File: src/hw/eao_regs.svh
// Register offsets, reset values and timing counts of the encoder axis option block.
// Assumes the includer compares offsets against an 8-bit register address.
`ifndef EAO_REGS_SVH
`define EAO_REGS_SVH
// ************************************************
// Register offsets (32-bit data, low bits used)
// ************************************************
`define EAO_A_ROUTE 8'h00
`define EAO_A_RATE 8'h01
`define EAO_A_CASCADE 8'h02
`define EAO_A_BW_EN 8'h03
`define EAO_A_IRQ_SEL 8'h04
`define EAO_A_WAIT 8'h05
`define EAO_A_ICR 8'h06
`define EAO_A_INT_STAT 8'h07
`define EAO_A_INT_MASK 8'h08
`define EAO_A_PRESET 8'h10
`define EAO_A_COUNT 8'h14
`define EAO_A_LATCH 8'h18
// ************************************************
// Field positions
// ************************************************
`define EAO_ICR_GATE_BIT 4
`define EAO_ICR_LATCH_BIT 5
`define EAO_ROUTE_POL_LSB 4
// ************************************************
// Reset values
// ************************************************
`define EAO_RST_ROUTE 8'h0F
`define EAO_RST_RATE 3'h0
`define EAO_RST_CASCADE 3'h0
`define EAO_RST_BW_EN 4'hF
`define EAO_RST_IRQ_SEL 3'h1
`define EAO_RST_WAIT 2'h2
// ************************************************
// Timing
// ************************************************
`define EAO_SYS_KHZ 20000
`define EAO_FS_MIN_KHZ 625
`define EAO_DIV_MAX (`EAO_SYS_KHZ / `EAO_FS_MIN_KHZ)
`define EAO_FILT_LEN 4
`define EAO_CNT_W 24
`endif

File: src/hw/eao_pkg.sv
// Types shared by the encoder axis option block.
// Assumes nothing beyond a SystemVerilog compiler.
package eao_pkg;
  // Wait-state sequencer, one-hot
  typedef enum logic [2:0] {
    EAO_W_IDLE = 3'b001,
    EAO_W_WAIT = 3'b010,
    EAO_W_DONE = 3'b100
  } eao_wst_t;
  // One axis count word
  typedef logic [23:0] eao_cnt_t;
endpackage : eao_pkg

File: src/hw/eao_axis_opt.sv
// Four-axis encoder counter option logic: filters, counters, index actions,
// cascading, borrow routing, request line choice and host wait states.
// Assumes encoder pins and the host cycle strobe are asynchronous to clk_sys_i.
// Functional notes
// - Gate select zero clears, one gates phases
// - Latch select zero presets, one latches count
// - Per-axis route: gate/clear or preset/latch
// - Index polarity selectable per axis
// - Five sample rates, slowest is default
// - Neighbour counters chain pairwise, default off
// - Borrow to interrupt connectable, default connected
// - Request on exactly one line, IRQ3 default
// - Zero, one or two wait states, two default
// - Indicator lit while encoder input low
// - Four-stage filter on every encoder input
// - Each axis holds a 24-bit counter
`include "eao_regs.svh"
module eao_axis_opt (
  // Clock and reset
  input wire logic clk_sys_i,
  input wire logic srst_i,
  // Register port
  input wire logic [7:0] reg_addr_i,
  input wire logic [31:0] reg_wdata_i,
  input wire logic reg_wr_i,
  input wire logic reg_rd_i,
  output logic [31:0] reg_rdata_o,
  // Encoder pins
  input wire logic [3:0] enc_a_i,
  input wire logic [3:0] enc_b_i,
  input wire logic [3:0] enc_idx_i,
  // Indicators and borrow outputs
  output logic [11:0] led_low_o,
  output logic [3:0] underflow_out_n_o,
  // Host side
  output logic [5:0] irq_req_o,
  input wire logic host_cycle_n_i,
  output logic host_ready_o
);
  import eao_pkg::*;

  // ************************************************
  // State
  // ************************************************
  logic [11:0] s1, s2; // Pin synchronisers
  logic [11:0] next_led; // Indicator next value
  logic [4:0] div_cnt, next_div_cnt; // Sample divider
  logic tick; // Sample clock enable pulse
  logic [`EAO_FILT_LEN-1:0] shf [12]; // Filter history
  logic [`EAO_FILT_LEN-1:0] next_shf [12];
  logic [11:0] filt, next_filt; // Filtered inputs
  logic [11:0] filt_q; // Previous filtered inputs
  logic [7:0] route; // [3:0] route, [7:4] polarity
  logic [2:0] rate, cascade, irq_sel;
  logic [3:0] bw_en;
  logic [1:0] wsel;
  logic [7:0] input_control_reg; // {latch, gate} per axis
  logic [7:0] int_stat, int_mask;
  eao_cnt_t preset [4];
  eao_cnt_t cnt [4];
  eao_cnt_t lat [4];
  eao_cnt_t next_cnt [4];
  eao_cnt_t next_lat [4];
  logic [3:0] cy, bw, qidx, qidx_q;
  logic [3:0] next_ufl;
  logic [7:0] next_stat;
  logic [31:0] next_rdata;
  logic hc1, hc2, hc_q; // Host strobe sync
  eao_wst_t wst, next_wst;
  logic [1:0] wcnt, next_wcnt;
  logic [1:0] wlim;

  // ************************************************
  // Sample clock and filters
  // ************************************************
  // Divider mask shrinks by one bit per faster rate step
  always_comb begin
    logic [4:0] mask;
    mask = 5'(`EAO_DIV_MAX - 1) >> rate;
    tick = (div_cnt & mask) == mask;
    next_div_cnt = div_cnt + 5'h01;
    next_led = ~s2;
    for (int i = 0; i < 12; i++) begin
      next_shf[i] = shf[i];
      next_filt[i] = filt[i];
      if (tick) begin
        next_shf[i] = {shf[i][`EAO_FILT_LEN-2:0], s2[i]};
        // Output moves only after four equal samples
        if (&next_shf[i]) begin
          next_filt[i] = 1'b1;
        end else if (~|next_shf[i]) begin
          next_filt[i] = 1'b0;
        end
      end
    end
  end

  // Synchronisers, filter and indicator registers
  always_ff @(posedge clk_sys_i) begin
    s1 <= {enc_idx_i, enc_b_i, enc_a_i};
    s2 <= s1;
    if (srst_i) begin
      div_cnt <= 5'h00;
      led_low_o <= 12'h000;
      // Index lines start at their idle high level, so no false index follows
      filt <= 12'hF00;
      filt_q <= 12'hF00;
      for (int i = 0; i < 12; i++) begin
        shf[i] <= (i >= 8) ? 4'hF : 4'h0;
      end
    end else begin
      div_cnt <= next_div_cnt;
      led_low_o <= next_led;
      filt <= next_filt;
      filt_q <= filt;
      for (int i = 0; i < 12; i++) begin
        shf[i] <= next_shf[i];
      end
    end
  end

  // ************************************************
  // Counters and index actions
  // ************************************************
  // Decode, cascade ripple and index actions per axis
  always_comb begin
    logic step, up, inc, dec, gate_sel, lat_sel, gate_ok;
    step = 1'b0;
    up = 1'b0;
    inc = 1'b0;
    dec = 1'b0;
    gate_sel = 1'b0;
    lat_sel = 1'b0;
    gate_ok = 1'b0;
    for (int a = 0; a < 4; a++) begin
      // Active level after polarity, filtered copy only
      qidx[a] = filt[8+a] ^ ~route[`EAO_ROUTE_POL_LSB+a];
      gate_sel = input_control_reg[2*a+`EAO_ICR_GATE_BIT-4];
      lat_sel = input_control_reg[2*a+`EAO_ICR_LATCH_BIT-4];
      gate_ok = route[a] | ~gate_sel | qidx[a];
      step = filt[a] ^ filt_q[a] ^ filt[4+a] ^ filt_q[4+a];
      up = filt[a] ^ filt_q[4+a];
      if (a > 0 && cascade[a-1]) begin
        inc = cy[a-1];
        dec = bw[a-1];
      end else begin
        inc = step & up & gate_ok;
        dec = step & ~up & gate_ok;
      end
      cy[a] = inc & (cnt[a] == 24'hFFFFFF);
      bw[a] = dec & (cnt[a] == 24'h000000);
      next_cnt[a] = cnt[a];
      next_lat[a] = lat[a];
      if (inc) begin
        next_cnt[a] = cnt[a] + 24'h000001;
      end else if (dec) begin
        next_cnt[a] = cnt[a] - 24'h000001;
      end
      if (qidx[a]) begin
        if (!route[a] && !gate_sel) begin
          next_cnt[a] = 24'h000000;
        end else if (route[a] && !lat_sel) begin
          next_cnt[a] = preset[a];
        end else if (route[a]) begin
          next_lat[a] = cnt[a];
        end
      end
      next_ufl[a] = ~bw[a];
    end
  end

  // Counter, latch and borrow registers
  always_ff @(posedge clk_sys_i) begin
    if (srst_i) begin
      qidx_q <= 4'h0;
      underflow_out_n_o <= 4'hF;
      for (int a = 0; a < 4; a++) begin
        cnt[a] <= 24'h000000;
        lat[a] <= 24'h000000;
      end
    end else begin
      qidx_q <= qidx;
      underflow_out_n_o <= next_ufl;
      for (int a = 0; a < 4; a++) begin
        cnt[a] <= next_cnt[a];
        lat[a] <= next_lat[a];
      end
    end
  end

  // ************************************************
  // Register port and interrupts
  // ************************************************
  // Sticky status: set wins over write-one clear
  always_comb begin
    next_stat = int_stat;
    if (reg_wr_i && reg_addr_i == `EAO_A_INT_STAT) begin
      next_stat = int_stat & ~reg_wdata_i[7:0];
    end
    next_stat[3:0] = next_stat[3:0] | (qidx & ~qidx_q);
    next_stat[7:4] = next_stat[7:4] | (bw & bw_en);
    next_rdata = 32'h00000000;
    if (reg_rd_i) begin
      unique case (reg_addr_i)
        `EAO_A_ROUTE: next_rdata = {24'h000000, route};
        `EAO_A_RATE: next_rdata = {29'h00000000, rate};
        `EAO_A_CASCADE: next_rdata = {29'h00000000, cascade};
        `EAO_A_BW_EN: next_rdata = {28'h0000000, bw_en};
        `EAO_A_IRQ_SEL: next_rdata = {29'h00000000, irq_sel};
        `EAO_A_WAIT: next_rdata = {30'h00000000, wsel};
        `EAO_A_ICR: next_rdata = {24'h000000, input_control_reg};
        `EAO_A_INT_STAT: next_rdata = {24'h000000, int_stat};
        `EAO_A_INT_MASK: next_rdata = {24'h000000, int_mask};
        default: begin
          // Per-axis words; unmapped reads zero
          if (reg_addr_i[7:2] == 6'(`EAO_A_PRESET >> 2)) begin
            next_rdata = {8'h00, preset[reg_addr_i[1:0]]};
          end else if (reg_addr_i[7:2] == 6'(`EAO_A_COUNT >> 2)) begin
            next_rdata = {8'h00, cnt[reg_addr_i[1:0]]};
          end else if (reg_addr_i[7:2] == 6'(`EAO_A_LATCH >> 2)) begin
            next_rdata = {8'h00, lat[reg_addr_i[1:0]]};
          end
        end
      endcase
    end
  end

  // Configuration, status and read data registers
  always_ff @(posedge clk_sys_i) begin
    if (srst_i) begin
      route <= `EAO_RST_ROUTE;
      rate <= `EAO_RST_RATE;
      cascade <= `EAO_RST_CASCADE;
      bw_en <= `EAO_RST_BW_EN;
      irq_sel <= `EAO_RST_IRQ_SEL;
      wsel <= `EAO_RST_WAIT;
      input_control_reg <= 8'h00;
      int_stat <= 8'h00;
      int_mask <= 8'h00;
      reg_rdata_o <= 32'h00000000;
      irq_req_o <= 6'h00;
      for (int a = 0; a < 4; a++) begin
        preset[a] <= 24'h000000;
      end
    end else begin
      int_stat <= next_stat;
      reg_rdata_o <= next_rdata;
      // One line only, chosen by irq_sel
      irq_req_o <= (|(int_stat & int_mask)) ? 6'(6'h01 << irq_sel) : 6'h00;
      if (reg_wr_i) begin
        unique case (reg_addr_i)
          `EAO_A_ROUTE: route <= reg_wdata_i[7:0];
          `EAO_A_RATE: rate <= (reg_wdata_i[2:0] > 3'h4) ? 3'h4 : reg_wdata_i[2:0];
          `EAO_A_CASCADE: cascade <= reg_wdata_i[2:0];
          `EAO_A_BW_EN: bw_en <= reg_wdata_i[3:0];
          `EAO_A_IRQ_SEL: irq_sel <= (reg_wdata_i[2:0] > 3'h5) ? 3'h5 : reg_wdata_i[2:0];
          `EAO_A_WAIT: wsel <= (reg_wdata_i[1:0] == 2'h3) ? 2'h2 : reg_wdata_i[1:0];
          `EAO_A_ICR: input_control_reg <= reg_wdata_i[7:0];
          `EAO_A_INT_MASK: int_mask <= reg_wdata_i[7:0];
          default: begin
            // Preset words
            if (reg_addr_i[7:2] == 6'(`EAO_A_PRESET >> 2)) begin
              preset[reg_addr_i[1:0]] <= reg_wdata_i[23:0];
            end
          end
        endcase
      end
    end
  end

  // ************************************************
  // Host wait states
  // ************************************************
  // Ready drops for wsel cycles from the cycle start
  always_comb begin
    wlim = wsel;
    next_wst = wst;
    next_wcnt = wcnt;
    unique case (wst)
      EAO_W_IDLE: begin
        if (!hc2 && hc_q && wlim != 2'h0) begin
          next_wst = EAO_W_WAIT;
          next_wcnt = 2'h1;
        end
      end
      EAO_W_WAIT: begin
        if (wcnt == wlim) begin
          next_wst = EAO_W_DONE;
        end else begin
          next_wcnt = wcnt + 2'h1;
        end
      end
      EAO_W_DONE: begin
        // Wait for host to end its cycle
        if (hc2) begin
          next_wst = EAO_W_IDLE;
        end
      end
      default: next_wst = EAO_W_IDLE;
    endcase
  end

  // Strobe sync and sequencer registers
  always_ff @(posedge clk_sys_i) begin
    hc1 <= host_cycle_n_i;
    hc2 <= hc1;
    if (srst_i) begin
      hc_q <= 1'b1;
      wst <= EAO_W_IDLE;
      wcnt <= 2'h0;
    end else begin
      hc_q <= hc2;
      wst <= next_wst;
      wcnt <= next_wcnt;
    end
  end

  assign host_ready_o = (wst != EAO_W_WAIT);
endmodule : eao_axis_opt

File: config.mk
export PLATFORM = sky130hd
export DESIGN_NAME = eao_axis_opt
export DESIGN_NICKNAME = d
export VERILOG_FILES = /design/src/hw/eao_pkg.sv /design/src/hw/eao_axis_opt.sv
export VERILOG_INCLUDE_DIRS = /design/src /design/src/hw
export SDC_FILE = /design/constraint.sdc
export NUM_CORES = 1
export LEC_CHECK = 0
export BUFFER_PORTS_ARGS = -buffer_cell sky130_fd_sc_hd__buf_2
export CORE_UTILIZATION = 65
export DETAILED_ROUTE_END_ITERATION = 10
export GPL_TIMING_DRIVEN = 0
export PLACE_DENSITY = 0.84
export SLEW_MARGIN = 30
export SYNTH_ARGS = -nofsm -noshare
export SYNTH_HDL_FRONTEND = slang
export SYNTH_SLANG_ARGS = --single-unit
File: constraint.sdc
create_clock -name clk_sys_i -period 9.4 [get_ports clk_sys_i]
set_clock_uncertainty 0.2 [all_clocks]
set_input_delay 1.88 -clock clk_sys_i [delete_from_list [all_inputs] [get_ports clk_sys_i]]
set_output_delay 1.88 -clock clk_sys_i [all_outputs]
set_load 0.02 [all_outputs]
==> reports/qor.txt <==
Outcome -> complete, no violations
Starting density of the core -> 66.13%
Most frequent cells in the layout -> 286 x dfxtp_1, 263 x nand2_1, 192 x edfxtp_1
Yosys top cell area share -> 25.18%
TritonCTS buffer count -> 48
# DRC -> 0
1st-iter DRT viols -> 3015
Final core utilization -> 74.52%
RSZ-0062 raised after global routing -> false
Final Max Tran Viols -> 0
Routing usage on met3 -> 17.87%
Post-CTS setup buffers -> 0
CP Class -> primary input to register
CP required -> 9680 ps
Synth top area cells -> edfxtp_1 25%, dfxtp_1 25%, mux4_2 7.4%
Nets -> 2504
Post-Synth Simple-Gate Area -> 20.50%
Commonest non-fill, non-tap cell in the layout -> dfxtp_1
Mapped Area -> 0.02290 mm^2
Share of cells above drive strength 1 -> 12.93%
Synth area leader -> edfxtp_1
Final setup fails -> 0
Hold Path Sink -> s2[8]$_DFF_P_
I/O pins -> 112
Port Buffers -> 91
Hold_sp -> s1[8]$_DFF_P_
Crit-path leading delay family -> buffers and inverters
Die Height -> 189.7 um
Distinct cells, synth -> 70
Setup_tns -> 0 ps
Biggest regs -> cnt x96, lat x96, preset x96
Fin. Hold Viols -> 0
Largest net degree at the start of global routing -> 25
Crit-path slowest cell -> clkbuf_1
Max-cap violations -> 0
Synth Instances -> 2278
Min-Delay Path Depth -> 0
Seq. cell area -> 0.01149 mm^2
Clock tree from TritonCTS -> yes
Ys flop type -> dfxtp_1
Die area -> 0.03598 mm^2
Fill count -> 2355
Critical path depth -> 9
Syn Area/Cell -> 10.05 um^2
TritonRoute pass-1 iters -> 6
CP max FO -> 10
Largest family of logic cells by synthesized area -> simple AND/OR/NAND/NOR gates
GR Util met1 -> 60.82%
Root buffer cell -> clkbuf_16
Hold_ws -> 121.2 ps
Post-Route WL -> 85.97 mm
Number of flops mapped to enable cells by yosys -> 192
R2R Path Start -> filt[9]$_SDFFE_PP1P_
Vias in the first global route -> 19380
Max clock buf depth -> 3
Startpoint types -> primary input
Xor and xnor area share after synthesis -> 4.360%
Met2 usage -> 70.98%
Area of the multi-input gates -> 0.01073 mm^2
ANT nets after route -> 0
Core footprint -> 0.03463 mm^2
Hold crit path type -> register to register
Synthesized flop and latch total -> 478
Vias per cell -> 6.985
Grt total ovfl -> 0
Fin crit share -> 53.88%
Achievable frequency -> 0.1974 GHz
Reg2reg setup slack -> 4780 ps
Register area share after synthesis -> 50.18%
Critical-path cell list -> buf_2, clkbuf_1, buf_2, clkbuf_1, nand2_1, nor2_1, nand2_1, a21oi_1, nor2_1
Leakage power -> 10.00 nW
# rows -> 68
Proportion of synthesized area in mux cells -> 9.179%
PD cells -> 172.4 mW/mm^2
Clk_lat worst skew -> 620 ps
R2R cell count -> 9
Die Span X -> 189.7 um
Area grow syn2layout -> 12.69%
Kind of end point of the critical path -> register
Vias -> 20470
Gpl congestion -> 1.069
Final setup margin -> 4335 ps
Post-CTS sizing -> 0
Peak supply drop -> 0.0001779 V
Wire per inst -> 29.33 um
Initial antenna violation count -> 5
Ys Warns -> 0
R2r endpoint -> cnt[2][20]$_SDFF_PP0_
Worst Path Arrival -> 5350 ps
First-pass GRT wire length -> 125.0 mm
Worst-margin pin slew -> 1152 ps
Pre-CTS WS -> 3822 ps
Synth Area in Compound Gates -> 11.47%
Crit path buf inv count -> 4
Register clock-pin slew on the reported worst setup and hold paths -> 70 ps
Busiest grt layer -> met2
Max-Slew Margin vs Limit -> 21.21%
CTS Hold Bufs -> 0
Max incr delay on CP -> 740 ps
Asr flop ratio synth -> 0%
Clock period minus worst slack -> 5065 ps
GRT Total Usage -> 47.99%
Adder-cell share of the synthesized area -> 0.7103%
# H-tree levels -> 2
CTS sink cnt -> 478
DP HPWL -> 64.45 mm
[metrics by stage]
stage                     power (mW)  cell area (um^2)  std cells
after floorplan                2.402             22930       2285
after global placement         2.515             23950       2831
after detailed placement       2.528             24200       2839
after CTS                      4.410             25790       2929
after global routing           4.513             25800       2929
final                          4.449             25810       2931
[report_power, final]
group          switching (mW)  internal [mW]  total (mW)
Combinational           0.170         0.0823       0.252
Clock                   0.910           1.03        1.94
Sequential             0.0521           2.20        2.25
Total                    1.13           3.32        4.45
[layout make-up]
type | count | area share, %
Antenna cell | 2 | 0.01939
Sequential cell | 478 | 44.53
Timing Repair Buffer | 99 | 2.288
Buffer | 175 | 2.783
Clock inverter | 31 | 1.164
Clock buffer | 59 | 5.008
Multi-Input combinational cell | 1602 | 41.57
Tap cell | 455 | 2.206
Inverter | 30 | 0.4364
[cell families after synthesis]
kind of cell / after synthesis
simple gates: 939
flops: 478
compound gates: 412
buf+inv: 205
mux: 116
xor+xnor: 114
fa+ha+maj: 13
other cells: 1
[worst max-delay path by stage]
stage | from | to | slack (ps)
floorplan | reg_addr_i[0] | preset[1][0]$_SDFFCE_PN0P_ | 3570
global placement | reg_addr_i[0] | preset[1][17]$_SDFFCE_PN0P_ | 1600
detailed placement | srst_i | lat[3][1]$_SDFFCE_PN0P_ | 3820
CTS | srst_i | lat[3][1]$_SDFFCE_PN0P_ | 4460
global route | reg_addr_i[0] | int_stat[3]$_SDFF_PP0_ | 4260
finish | reg_addr_i[0] | int_stat[3]$_SDFF_PP0_ | 4340
[cell usage after synthesis, types with 12 or more instances]
library cell / instances
clkbuf_1: 137
a221oi_1: 12
inv_1: 29
nand3_1: 80
a22o_1: 35
nand2b_1: 13
nand2_1: 264
or4_1: 21
o22ai_1: 16
a22oi_1: 23
xnor2_1: 55
nor2_1: 183
mux4_2: 75
xor2_1: 59
nor3_1: 67
buf_1: 18
and2_1: 109
nor2b_1: 24
o21ai_0: 68
nand4_1: 21
a21oi_1: 173
nor4_1: 30
a41oi_1: 18
mux2i_1: 39
edfxtp_1: 192
ha_1: 13
and3_1: 70
dfxtp_1: 286
[worst register-to-register path, cell delays in order (launching register included)]
cell	delay, ps
dfxtp_1	480
xor2_1	230
a2111oi_0	1020
a31oi_1	400
o21ai_0	680
clkbuf_1	460
a31oi_1	270
a21oi_1	380
xnor2_1	150
a221oi_1	260
[layer usage]
| metal | vias up | wire length (um) |
|---|---|---|
| li1 | 8605 | - |
| met1 | 9762 | 29650 |
| met2 | 1734 | 36410 |
| met3 | 367 | 13890 |
| met4 | 6 | 5986 |
| met5 | - | 35 |
Note: power is estimated with default switching activity, not from simulation.
